--- src/pkg/bmr_pkg.sv ---
// register map, field positions, reset values and timing of the monitor bank
// assumes a single 100 MHz clock and a byte-wide host register port
`default_nettype none

package bmr_pkg;

  // ===========================================================
  // register addresses (command byte address field)
  localparam logic [6:0] ADDR_TEMP_LO = 7'h60;
  localparam logic [6:0] ADDR_TEMP_HI = 7'h61;
  localparam logic [6:0] ADDR_FLASH_CMD = 7'h62;
  localparam logic [6:0] ADDR_CLEAR = 7'h63;
  localparam logic [6:0] ADDR_MODE = 7'h64;
  localparam logic [6:0] ADDR_CT_LO = 7'h65;
  localparam logic [6:0] ADDR_CT_HI = 7'h66;
  localparam logic [6:0] ADDR_DT_LO = 7'h67;
  localparam logic [6:0] ADDR_DT_HI = 7'h68;
  localparam logic [6:0] ADDR_SD_LO = 7'h69;
  localparam logic [6:0] ADDR_SD_HI = 7'h6a;
  localparam logic [6:0] ADDR_CC_LO = 7'h6b;
  localparam logic [6:0] ADDR_CC_HI = 7'h6c;
  localparam logic [6:0] ADDR_DC_LO = 7'h6d;
  localparam logic [6:0] ADDR_DC_HI = 7'h6e;
  localparam logic [6:0] ADDR_FP_VALUE = 7'h6f;
  localparam logic [6:0] ADDR_FP_LOC = 7'h70;
  localparam logic [6:0] ADDR_IV_LO = 7'h75;
  localparam logic [6:0] ADDR_IV_MID = 7'h76;
  localparam logic [6:0] ADDR_CAL_CTRL = 7'h77;
  localparam logic [3:0] ID_PAGE = 4'hf; // 0x78..0x7f

  // ===========================================================
  // counter clear byte fields
  localparam int CLEAR_DC = 0;
  localparam int CLEAR_CC = 1;
  localparam int CLEAR_SD = 2;
  localparam int CLEAR_DT = 3;
  localparam int CLEAR_CT = 4;
  localparam int CLEAR_STAT = 5;
  localparam int CLEAR_POR = 6;
  localparam int CLEAR_REQ_W = 5;

  // mode / wake byte fields
  localparam int MODE_SHORT = 7;
  localparam int MODE_REGOFF = 6;
  localparam int MODE_SLOW_CHG = 5;
  localparam int MODE_SLOW_DIS = 4;
  localparam int MODE_WAKE_HI = 3;
  localparam int MODE_WAKE_LO = 1;
  localparam int MODE_RSVD = 0;

  // calibration control byte fields
  localparam int CAL_COMP_EN = 7;
  localparam int CAL_REQ = 6;
  localparam int CAL_OK_N = 5;
  localparam int CAL_POL = 4;
  localparam int CAL_IV_HI = 3;

  // ===========================================================
  // reset values
  localparam logic [2:0] WAKE_SEL_RST = 3'h7;
  localparam logic CAL_OK_N_RST = 1'b1;
  localparam logic STAT_RST = 1'b1;
  localparam logic POR_RST = 1'b1;
  localparam logic [15:0] CNT_ZERO = 16'h0000;
  localparam logic [15:0] CNT_MAX = 16'hffff;
  localparam logic [7:0] BYTE_ZERO = 8'h00;

  // ===========================================================
  // timing
  localparam int unsigned CLK_PERIOD_NS = 10;
  localparam int unsigned TIME_TICK_NS = 878_900_000; // 0.8789 s
  localparam int unsigned TIME_TICK_CYC = TIME_TICK_NS / CLK_PERIOD_NS;
  localparam int unsigned OFFSET_LSB_NS = 9_760_000; // 9.76 ms
  localparam int unsigned OFFSET_LSB_CYC = OFFSET_LSB_NS / CLK_PERIOD_NS;
  localparam int unsigned FAST_PER_HOUR = 4096;
  localparam int unsigned SLOW_PER_HOUR = 16;
  localparam logic [7:0] SLOW_LAST = 8'((FAST_PER_HOUR / SLOW_PER_HOUR) - 1);

  // arbitrary identity contents, no meaning
  localparam logic [63:0] ID_DEFAULT = 64'h0123_4567_89ab_cdef;

  // ===========================================================
  // carriers
  typedef struct packed {
    logic valid;
    logic write;
    logic [6:0] addr;
    logic [7:0] data;
  } bmr_req_t;

  typedef struct packed {
    logic valid;
    logic [7:0] data;
  } bmr_rsp_t;

  typedef struct packed {
    logic charge_pulse;
    logic discharge_pulse;
    logic charging;
    logic discharging;
    logic self_dis_tick;
    logic below_wake;
    logic cal_done;
  } bmr_sense_t;

  typedef struct packed {
    logic sense_short_enable;
    logic regulator_disable;
    logic [2:0] wake_threshold_select;
    logic cal_start;
    logic flash_cmd_strobe;
    logic [7:0] flash_command_byte;
    logic [7:0] flash_program_value_byte;
    logic [7:0] flash_program_location_byte;
  } bmr_ctrl_t;

endpackage

`default_nettype wire

--- src/hw/bmr_id_rom.sv ---
// eight-byte identity memory with registered read data
// assumes contents fixed by parameter at build time
`default_nettype none

module bmr_id_rom #(
  parameter logic [63:0] ID_VALUE = bmr_pkg::ID_DEFAULT
) (
  input wire logic clk_sys, // system clock
  input wire logic [2:0] addr, // byte index
  output var logic [7:0] rdata_q // byte, one cycle late
);

  logic [7:0] rom [8];

  // unpack the identity word, byte 0 lowest
  always_comb
  begin
    for (int i = 0; i < 8; i++)
    begin
      rom[i] = ID_VALUE[8*i +: 8];
    end
  end

  // registered read
  always_ff @(posedge clk_sys)
  begin
    rdata_q <= rom[addr];
  end

endmodule

`default_nettype wire

--- src/hw/bmr_regs.sv ---
// register bank of the coulomb-counting monitor: counters, clear, calibration
// assumes the serial link is decoded into byte requests on clk_sys
`default_nettype none

// Behaviour
// - clear bit set zeroes its counter pair
// - clear bit drops itself after zeroing
// - discharge-time clear drops slow flag, fast rate
// - charge-time clear drops slow flag, fast rate
// - identity bytes read at 0x78 to 0x7f
// - discharge count high 0x6e, low 0x6d
// - charge count high 0x6c, low 0x6b
// - flash program value byte at 0x6f
// - calibration byte holds flags, interval 19..16
// - interval bits 15..8 at 0x76, 7..0 0x75
// - compensation needs enable and success low
// - reset clears compensation enable
// - calibration waits for quiet sense input
// - finish: success low, request cleared
// - success read-only, withdrawn on new request
// - polarity picks discharge or charge counter
// - interval counts in 9.76 ms steps
// - clear bits 4..0 select the pairs
// - time counter wrap toggles slow flag, switching between fast and slow rate
module bmr_regs #(
  parameter int unsigned TIME_TICK_CYC = bmr_pkg::TIME_TICK_CYC,
  parameter int unsigned OFFSET_LSB_CYC = bmr_pkg::OFFSET_LSB_CYC,
  parameter logic [63:0] ID_VALUE = bmr_pkg::ID_DEFAULT
) (
  input wire logic clk_sys, // system clock
  input wire logic reset, // sync, active high
  input wire bmr_pkg::bmr_req_t req, // host byte request
  output var bmr_pkg::bmr_rsp_t rsp, // read answer
  input wire bmr_pkg::bmr_sense_t sense, // analog front-end events
  input wire logic [8:0] temperature, // temperature reading
  output var bmr_pkg::bmr_ctrl_t ctrl, // controls to front end
  output var logic stat_o, // status pin level
  output var logic stat_oe // status pin pull-down on
);
  import bmr_pkg::*;

  typedef enum logic [1:0] {CAL_IDLE, CAL_WAIT, CAL_RUN} bmr_cal_state_t;

  // ===========================================================
  // functions
  function automatic logic [15:0] bump(input logic [15:0] v, input logic a,
                                       input logic b);
    bump = 16'(v + {15'h0000, a} + {15'h0000, b});
  endfunction

  function automatic logic [7:0] pick(input logic [15:0] v, input logic hi);
    pick = hi ? v[15:8] : v[7:0];
  endfunction

  // ===========================================================
  // state
  logic [CLEAR_REQ_W-1:0] clear_req_q;
  logic stat_bit_q, por_bit_q;
  logic short_q, regoff_q, mode_rsvd_q, slow_chg_q, slow_dis_q;
  logic [2:0] wake_sel_q;
  logic [15:0] chg_cnt_q, dis_cnt_q, sd_cnt_q, ct_cnt_q, dt_cnt_q;
  logic [7:0] flash_command_q, fp_value_q, fp_loc_q;
  logic flash_command_strobe_q, cal_start_q;
  logic comp_en_q, cal_ok_n_q, polarity_q;
  logic [19:0] interval_q, comp_cnt_q;
  bmr_cal_state_t cal_state_q;
  logic [31:0] tick_cnt_q, lsb_cnt_q;
  logic base_tick_q, lsb_tick_q;
  logic [7:0] slow_div_q;
  logic rd_pend_q;
  logic [6:0] rd_addr_q;
  logic [7:0] rom_q, rd_mux;
  logic wr, rd, wr_clear, wr_cal, slow_tick, comp_active, comp_evt;
  logic ct_step, dt_step, ct_wrap, dt_wrap;

  assign wr = req.valid & req.write;
  assign rd = req.valid & ~req.write;
  assign wr_clear = wr && (req.addr == ADDR_CLEAR);
  assign wr_cal = wr && (req.addr == ADDR_CAL_CTRL);

  // ===========================================================
  // host-written bytes
  // clear pair requests
  always_ff @(posedge clk_sys)
  begin
    if (reset)
    begin
      clear_req_q <= '0;
      stat_bit_q <= STAT_RST;
      por_bit_q <= POR_RST;
    end
    else if (wr_clear)
    begin
      clear_req_q <= req.data[CLEAR_REQ_W-1:0];
      stat_bit_q <= req.data[CLEAR_STAT];
      por_bit_q <= req.data[CLEAR_POR];
    end
    else
    begin
      clear_req_q <= '0;
    end
  end

  // mode byte writable fields
  always_ff @(posedge clk_sys)
  begin
    if (reset)
    begin
      short_q <= 1'b0;
      regoff_q <= 1'b0;
      wake_sel_q <= WAKE_SEL_RST;
      mode_rsvd_q <= 1'b0;
    end
    else if (wr && (req.addr == ADDR_MODE))
    begin
      short_q <= req.data[MODE_SHORT];
      regoff_q <= req.data[MODE_REGOFF];
      wake_sel_q <= req.data[MODE_WAKE_HI:MODE_WAKE_LO];
      mode_rsvd_q <= req.data[MODE_RSVD];
    end
  end

  // flash bytes and command strobe
  always_ff @(posedge clk_sys)
  begin
    if (reset)
    begin
      flash_command_q <= BYTE_ZERO;
      fp_value_q <= BYTE_ZERO;
      fp_loc_q <= BYTE_ZERO;
      flash_command_strobe_q <= 1'b0;
    end
    else
    begin
      flash_command_strobe_q <= wr && (req.addr == ADDR_FLASH_CMD);
      if (wr && (req.addr == ADDR_FLASH_CMD))
        flash_command_q <= req.data;
      if (wr && (req.addr == ADDR_FP_VALUE))
        fp_value_q <= req.data;
      if (wr && (req.addr == ADDR_FP_LOC))
        fp_loc_q <= req.data;
    end
  end

  // calibration control and interval bytes
  always_ff @(posedge clk_sys)
  begin
    if (reset)
    begin
      comp_en_q <= 1'b0;
      polarity_q <= 1'b0;
      interval_q <= '0;
    end
    else
    begin
      if (wr_cal)
      begin
        comp_en_q <= req.data[CAL_COMP_EN];
        polarity_q <= req.data[CAL_POL];
        interval_q[19:16] <= req.data[CAL_IV_HI:0];
      end
      if (wr && (req.addr == ADDR_IV_MID))
        interval_q[15:8] <= req.data;
      if (wr && (req.addr == ADDR_IV_LO))
        interval_q[7:0] <= req.data;
    end
  end

  // ===========================================================
  // calibration sequencer
  always_ff @(posedge clk_sys)
  begin
    if (reset)
    begin
      cal_state_q <= CAL_IDLE;
      cal_ok_n_q <= CAL_OK_N_RST;
      cal_start_q <= 1'b0;
    end
    else
    begin
      cal_start_q <= 1'b0;
      if (wr_cal && req.data[CAL_REQ])
      begin
        cal_state_q <= CAL_WAIT;
        cal_ok_n_q <= 1'b1;
      end
      else
      begin
        case (cal_state_q)
          CAL_WAIT:
          begin
            if (sense.below_wake)
            begin
              cal_state_q <= CAL_RUN;
              cal_start_q <= 1'b1;
            end
          end
          CAL_RUN:
          begin
            if (sense.cal_done)
            begin
              cal_state_q <= CAL_IDLE;
              cal_ok_n_q <= 1'b0;
            end
          end
          default:
            cal_state_q <= CAL_IDLE;
        endcase
      end
    end
  end

  // ===========================================================
  // offset compensation timer
  // active only when enabled and calibrated
  assign comp_active = comp_en_q & ~cal_ok_n_q;
  assign comp_evt = comp_active && lsb_tick_q && (interval_q != '0) &&
                    (({1'b0, comp_cnt_q} + 21'd1) >= {1'b0, interval_q});

  always_ff @(posedge clk_sys)
  begin
    if (reset || !comp_active)
    begin
      lsb_cnt_q <= '0;
      lsb_tick_q <= 1'b0;
    end
    else
    begin
      lsb_tick_q <= (lsb_cnt_q == 32'(OFFSET_LSB_CYC - 1));
      if (lsb_cnt_q == 32'(OFFSET_LSB_CYC - 1))
        lsb_cnt_q <= '0;
      else
        lsb_cnt_q <= lsb_cnt_q + 32'd1;
    end
  end

  always_ff @(posedge clk_sys)
  begin
    if (reset || !comp_active || comp_evt)
      comp_cnt_q <= '0;
    else if (lsb_tick_q)
      comp_cnt_q <= comp_cnt_q + 20'd1;
  end

  // ===========================================================
  // charge, discharge, self-discharge counts
  // clear zeroes the pair
  always_ff @(posedge clk_sys)
  begin
    if (reset)
    begin
      chg_cnt_q <= CNT_ZERO;
      dis_cnt_q <= CNT_ZERO;
      sd_cnt_q <= CNT_ZERO;
    end
    else
    begin
      if (clear_req_q[CLEAR_CC])
        chg_cnt_q <= CNT_ZERO;
      else
        chg_cnt_q <= bump(chg_cnt_q, sense.charge_pulse, comp_evt & ~polarity_q);
      if (clear_req_q[CLEAR_DC])
        dis_cnt_q <= CNT_ZERO;
      else
        dis_cnt_q <= bump(dis_cnt_q, sense.discharge_pulse, comp_evt & polarity_q);
      if (clear_req_q[CLEAR_SD])
        sd_cnt_q <= CNT_ZERO;
      else
        sd_cnt_q <= bump(sd_cnt_q, sense.self_dis_tick, 1'b0);
    end
  end

  // ===========================================================
  // time base for the activity timers
  always_ff @(posedge clk_sys)
  begin
    if (reset)
    begin
      tick_cnt_q <= '0;
      base_tick_q <= 1'b0;
      slow_div_q <= BYTE_ZERO;
    end
    else
    begin
      base_tick_q <= (tick_cnt_q == 32'(TIME_TICK_CYC - 1));
      if (tick_cnt_q == 32'(TIME_TICK_CYC - 1))
        tick_cnt_q <= '0;
      else
        tick_cnt_q <= tick_cnt_q + 32'd1;
      if (base_tick_q)
        slow_div_q <= (slow_div_q == SLOW_LAST) ? BYTE_ZERO : slow_div_q + 8'd1;
    end
  end

  assign slow_tick = base_tick_q && (slow_div_q == SLOW_LAST);
  assign ct_step = sense.charging && (slow_chg_q ? slow_tick : base_tick_q);
  assign dt_step = sense.discharging && (slow_dis_q ? slow_tick : base_tick_q);
  assign ct_wrap = ct_step && (ct_cnt_q == CNT_MAX) && !clear_req_q[CLEAR_CT];
  assign dt_wrap = dt_step && (dt_cnt_q == CNT_MAX) && !clear_req_q[CLEAR_DT];

  // charge and discharge activity timers with slow flags
  always_ff @(posedge clk_sys)
  begin
    if (reset)
    begin
      ct_cnt_q <= CNT_ZERO;
      dt_cnt_q <= CNT_ZERO;
      slow_chg_q <= 1'b0;
      slow_dis_q <= 1'b0;
    end
    else
    begin
      if (clear_req_q[CLEAR_CT])
      begin
        ct_cnt_q <= CNT_ZERO;
        slow_chg_q <= 1'b0;
      end
      else
      begin
        ct_cnt_q <= bump(ct_cnt_q, ct_step, 1'b0);
        if (ct_wrap)
          slow_chg_q <= ~slow_chg_q;
      end
      if (clear_req_q[CLEAR_DT])
      begin
        dt_cnt_q <= CNT_ZERO;
        slow_dis_q <= 1'b0;
      end
      else
      begin
        dt_cnt_q <= bump(dt_cnt_q, dt_step, 1'b0);
        if (dt_wrap)
          slow_dis_q <= ~slow_dis_q;
      end
    end
  end

  // ===========================================================
  // read path: rom byte ready one cycle after request
  bmr_id_rom #(.ID_VALUE(ID_VALUE)) u_id_rom (
    .clk_sys(clk_sys),
    .addr(req.addr[2:0]),
    .rdata_q(rom_q)
  );

  always_ff @(posedge clk_sys)
  begin
    if (reset)
    begin
      rd_pend_q <= 1'b0;
      rd_addr_q <= '0;
    end
    else
    begin
      rd_pend_q <= rd;
      if (rd)
        rd_addr_q <= req.addr;
    end
  end

  // read data select, unmapped reads zero
  always_comb
  begin
    rd_mux = BYTE_ZERO;
    case (rd_addr_q)
      ADDR_TEMP_LO: rd_mux = temperature[7:0];
      ADDR_TEMP_HI: rd_mux = {7'h00, temperature[8]};
      ADDR_FLASH_CMD: rd_mux = flash_command_q;
      ADDR_CLEAR: rd_mux = {1'b0, por_bit_q, stat_bit_q, clear_req_q};
      ADDR_MODE: rd_mux = {short_q, regoff_q, slow_chg_q, slow_dis_q, wake_sel_q,
                           mode_rsvd_q};
      ADDR_CT_LO: rd_mux = pick(ct_cnt_q, 1'b0);
      ADDR_CT_HI: rd_mux = pick(ct_cnt_q, 1'b1);
      ADDR_DT_LO: rd_mux = pick(dt_cnt_q, 1'b0);
      ADDR_DT_HI: rd_mux = pick(dt_cnt_q, 1'b1);
      ADDR_SD_LO: rd_mux = pick(sd_cnt_q, 1'b0);
      ADDR_SD_HI: rd_mux = pick(sd_cnt_q, 1'b1);
      ADDR_CC_LO: rd_mux = pick(chg_cnt_q, 1'b0);
      ADDR_CC_HI: rd_mux = pick(chg_cnt_q, 1'b1);
      ADDR_DC_LO: rd_mux = pick(dis_cnt_q, 1'b0);
      ADDR_DC_HI: rd_mux = pick(dis_cnt_q, 1'b1);
      ADDR_FP_VALUE: rd_mux = fp_value_q;
      ADDR_FP_LOC: rd_mux = fp_loc_q;
      ADDR_IV_LO: rd_mux = interval_q[7:0];
      ADDR_IV_MID: rd_mux = interval_q[15:8];
      ADDR_CAL_CTRL: rd_mux = {comp_en_q, cal_state_q != CAL_IDLE, cal_ok_n_q,
                               polarity_q, interval_q[19:16]};
      default:
      begin
        if (rd_addr_q[6:3] == ID_PAGE)
          rd_mux = rom_q;
      end
    endcase
  end

  // answer register
  always_ff @(posedge clk_sys)
  begin
    if (reset)
      rsp <= '0;
    else
    begin
      rsp.valid <= rd_pend_q;
      rsp.data <= rd_pend_q ? rd_mux : rsp.data;
    end
  end

  // ===========================================================
  // outputs
  always_comb
  begin
    ctrl.sense_short_enable = short_q;
    ctrl.regulator_disable = regoff_q;
    ctrl.wake_threshold_select = wake_sel_q;
    ctrl.cal_start = cal_start_q;
    ctrl.flash_cmd_strobe = flash_command_strobe_q;
    ctrl.flash_command_byte = flash_command_q;
    ctrl.flash_program_value_byte = fp_value_q;
    ctrl.flash_program_location_byte = fp_loc_q;
  end

  // open drain: bit low pulls the pin
  assign stat_o = 1'b0;
  assign stat_oe = ~stat_bit_q;
endmodule

`default_nettype wire

--- config.mk ---
export PLATFORM = sky130hd
export DESIGN_NAME = bmr_regs
export DESIGN_NICKNAME = d
export VERILOG_FILES = /design/src/pkg/bmr_pkg.sv /design/src/hw/bmr_id_rom.sv /design/src/hw/bmr_regs.sv
export SDC_FILE = /design/constraint.sdc
export NUM_CORES = 1
export LEC_CHECK = 0
export BUFFER_PORTS_ARGS = -buffer_cell sky130_fd_sc_hd__buf_4
export CORE_ASPECT_RATIO = 0.5
export CORE_UTILIZATION = 66
export DETAILED_ROUTE_END_ITERATION = 8
export PLACE_DENSITY = 0.85
export SLEW_MARGIN = 20
export SYNTH_ARGS = -nofsm -noshare
export SYNTH_HDL_FRONTEND = slang
export SYNTH_SLANG_ARGS = --single-unit
--- constraint.sdc ---
create_clock -name clk_sys -period 9.7 [get_ports clk_sys]
set_input_delay 1.455 -clock clk_sys [delete_from_list [all_inputs] [get_ports clk_sys]]
set_output_delay 1.455 -clock clk_sys [all_outputs]
set_load 0.01 [all_outputs]
==> results.ini <==
[clocking]
clkLatencyLatePin_ps = 530
cts_buffer_depth = 3
clockRootBuffer = clkbuf_16
ctsHoldBuffers = 0
cts_buffers = 23
clk_pin_slew_ps = 70
cts_repair_resize_count = 0
cts.sinks = 260
cts_max_level = 1
cts_tree = yes
post_cts_buffers = 0

[place]
io_buffers = 75
hpwl_um = 26200
pre_cts_slack_ps = 4810
gp_congestion = 0.976

[synthesis]
synth_cell_types = 79
synthCells = 1516
yosys_warnings = 0
ys_seq_area_frac = 0.397
async_reset_ff_frac = 0
synth_top_area_share = 0.397
yosys_most_used_dff = dfxtp_1
synth_edf_count = 0
synth-seq-cells = 260
synth_area_per_cell_sq_um = 8.65
yosys.area.top_type = dfxtp_1
synth.area.top_cells = dfxtp_1 40%, xor2_1 6.4%, nor2_1 6.3%
synth_area_sq_mm = 0.0131
synth_nets = 1585

[grt]
grtUsageTotal = 0.347
antenna_found_initial = 0
grt_pass1_vias = 10499
grt_max_degree = 79
overflow = 0
grt_pass1_wl_um = 56400

[floorplanning]
dieWidth_um = 201
initial_utilization = 0.674
die_area_sq_mm = 0.0205
row_count = 36
dieHeight_um = 102
num_io_pins = 77
core_sq_mm = 0.0195

[timing]
drv_slew = 0
tightest_slew_ps = 1000
hold_violations = 0
fmax_ghz = 0.199
fin_ws_ps = 4680
fin_crit_sh = 0.517
rsz0062_at_grt = no
final-setup-viol-count = 0
period_minus_slack_ps = 5020
tns_ps = 0
fin_worst_skew_ps = 25.6
maxSlewHeadroom = 0.327

[setup_path]
crit_chain = ha_1 -> nand4_1 -> nor2_1 -> and4_1 -> xor2_1 -> ha_1 -> nand4_1 -> a311oi_1 -> a2111oi_0 -> o41ai_4 -> nor2b_1 -> fa_1 -> ha_1 -> nand4_1 -> nor3_1 -> nand3_1 -> xor2_1 -> nor2_1
worst_setup_path_end_kind = flip-flop
crit_family = simple AND/OR/NAND/NOR gates
max_stage_delay_ps = 680
r2r_cells = 18
r2r-start = comp_cnt_q[0]
crit_arrival_ps = 5420
worst-path-buf-inv = 0
critPathMaxFanout = 6
cp.depth = 18
setup.worst_path.start = comp_cnt_q[0]
crit_slowest_cell = o41ai_4
cp.required_ps = 10100
crit_type = flip-flop to flip-flop
cp-start-kind = flip-flop

[drt]
drc = 0
vias_per_cell = 6.27
drtPass1Iterations = 6
wl_per_cell_um = 19.8
drtIter0Drc = 1082
dr_total_vias = 11495
postRouteAntennaNets = 0
routed_wl_um = 36400

[worst_hold_path]
min_from = lsb_cnt_q[0]
min_path_cells = 1
hp-class = flip-flop to flip-flop

[finish]
fill_cells = 1428
multi_input_area_sq_mm = 0.00734
diodes = 0
area_delta_synth_final_pct = 10.3
seqCellArea_sq_mm = 0.00521
nets = 1619
drive_gt1_frac = 0.105

[job]
drv_cap = 0

[status]
status = finished, final reports clean

[power]
cellPowerDensity_mw_per_mm2 = 145
irDropWorstVdd_mv = 0.101
power_leakage_uw = 0.00529

==> stage by stage <==
step / hold slack, ps / std cells / cell area, sq um / total power (uW) / utilization
floorplan: 425 / 1516 / 13100 / 1150 / -
global placement: 435 / 1790 / 13700 / 1180 / 0.704
detailed placement: 446 / 1790 / 13700 / 1190 / 0.704
CTS: 461 / 1831 / 14400 / 2100 / 0.742
global route: 479 / 1832 / 14500 / 2150 / 0.743
finish: 458 / 1832 / 14500 / 2090 / 0.743
==> cells in the mapped netlist (all sizes together), types with 3 or more instances <==
| master | count |
|---|---|
| ha | 32 |
| a22oi | 21 |
| o41ai | 3 |
| nor4bb | 3 |
| nor2 | 223 |
| a221o | 3 |
| and4 | 13 |
| xnor2 | 58 |
| mux2i | 80 |
| and2 | 17 |
| buf | 41 |
| o22ai | 12 |
| a311oi | 3 |
| xor2 | 96 |
| a2111oi | 3 |
| nor4 | 19 |
| nor3 | 45 |
| o2bb2ai | 4 |
| dfxtp | 260 |
| o211ai | 4 |
| a22o | 8 |
| mux2 | 7 |
| clkbuf | 35 |
| nor2b | 17 |
| nand2b | 5 |
| or2 | 7 |
| or3 | 22 |
| nor4b | 7 |
| nand4 | 45 |
| a21oi | 51 |
| o21ai | 35 |
| a32oi | 5 |
| inv | 51 |
| nand3 | 106 |
| nand2 | 85 |
| and3 | 45 |
| a211oi | 3 |
| nor3b | 4 |
| a21o | 4 |
==> layer usage <==
metal / GRT usage / part of all wire
met1: 0.460 / 0.43
met2: 0.576 / 0.46
met3: 0.0808 / 0.092
met4: 0.0909 / 0.023
met5: 0 / 0
==> cells by family after synthesis <==
family / Yosys count / share of synthesized area
compound gates: 179 / 0.0902
xor+xnor: 154 / 0.103
fa+ha+maj: 34 / 0.0336
buf+inv: 128 / 0.0460
flops: 260 / 0.397
mux: 87 / 0.0671
other cells: 1 / 0.000286
simple gates: 673 / 0.263
==> placed cells by master (no fill, tap or decap), types with 23 or more instances in the layout <==
cell type / n
o21ai_0: 33
nor3_1: 37
dfxtp_1: 259
xnor2_1: 58
inv_1: 48
nand2_1: 85
clkbuf_16: 23
and3_1: 40
nand3_1: 106
ha_1: 32
nand4_1: 44
xor2_1: 96
buf_4: 84
a21oi_1: 51
mux2i_1: 80
nor2_1: 221
==> state kept, by name, indices dropped and copies added, names as in the netlist, 2 cells and up <==
| register | flops |
|---|---|
| flash_command_q | 8 |
| lsb_cnt_q | 32 |
| dt_cnt_q | 16 |
| fp_value_q | 8 |
| fp_loc_q | 8 |
| clear_req_q | 5 |
| rd_addr_q | 7 |
| chg_cnt_q | 16 |
| wake_sel_q | 3 |
| ct_cnt_q | 16 |
| interval_q | 20 |
| tick_cnt_q | 32 |
| u_id_rom.rdata_q | 3 |
| dis_cnt_q | 16 |
| cal_state_q | 2 |
| sd_cnt_q | 16 |
| rsp | 9 |
| comp_cnt_q | 20 |
| slow_div_q | 8 |
==> power by group <==
part,total (uW),switching [uW],internal [uW]
logic,81.4,53.6,27.9
clock network,930,415,514
registers,1080,10.4,1070
total,2090,479,1620
==> final cells by class <==
class | instances | share of cell area
multi-input cells | 1128 | 0.507
well taps | 266 | 0.0230
clock inverters | 11 | 0.00770
clock buffers | 30 | 0.0437
repair buffers | 85 | 0.0446
flip-flops and latches | 260 | 0.360
inverters | 52 | 0.0135
==> final timing paths <==
kind	endpoint	slack [ps]
setup / recovery	chg_cnt_q[14]	4680
hold / removal	lsb_cnt_q[0]	460
setup reg to reg	chg_cnt_q[14]	4680
hold reg to reg	lsb_cnt_q[0]	460
(Power assumes the default switching activity.)
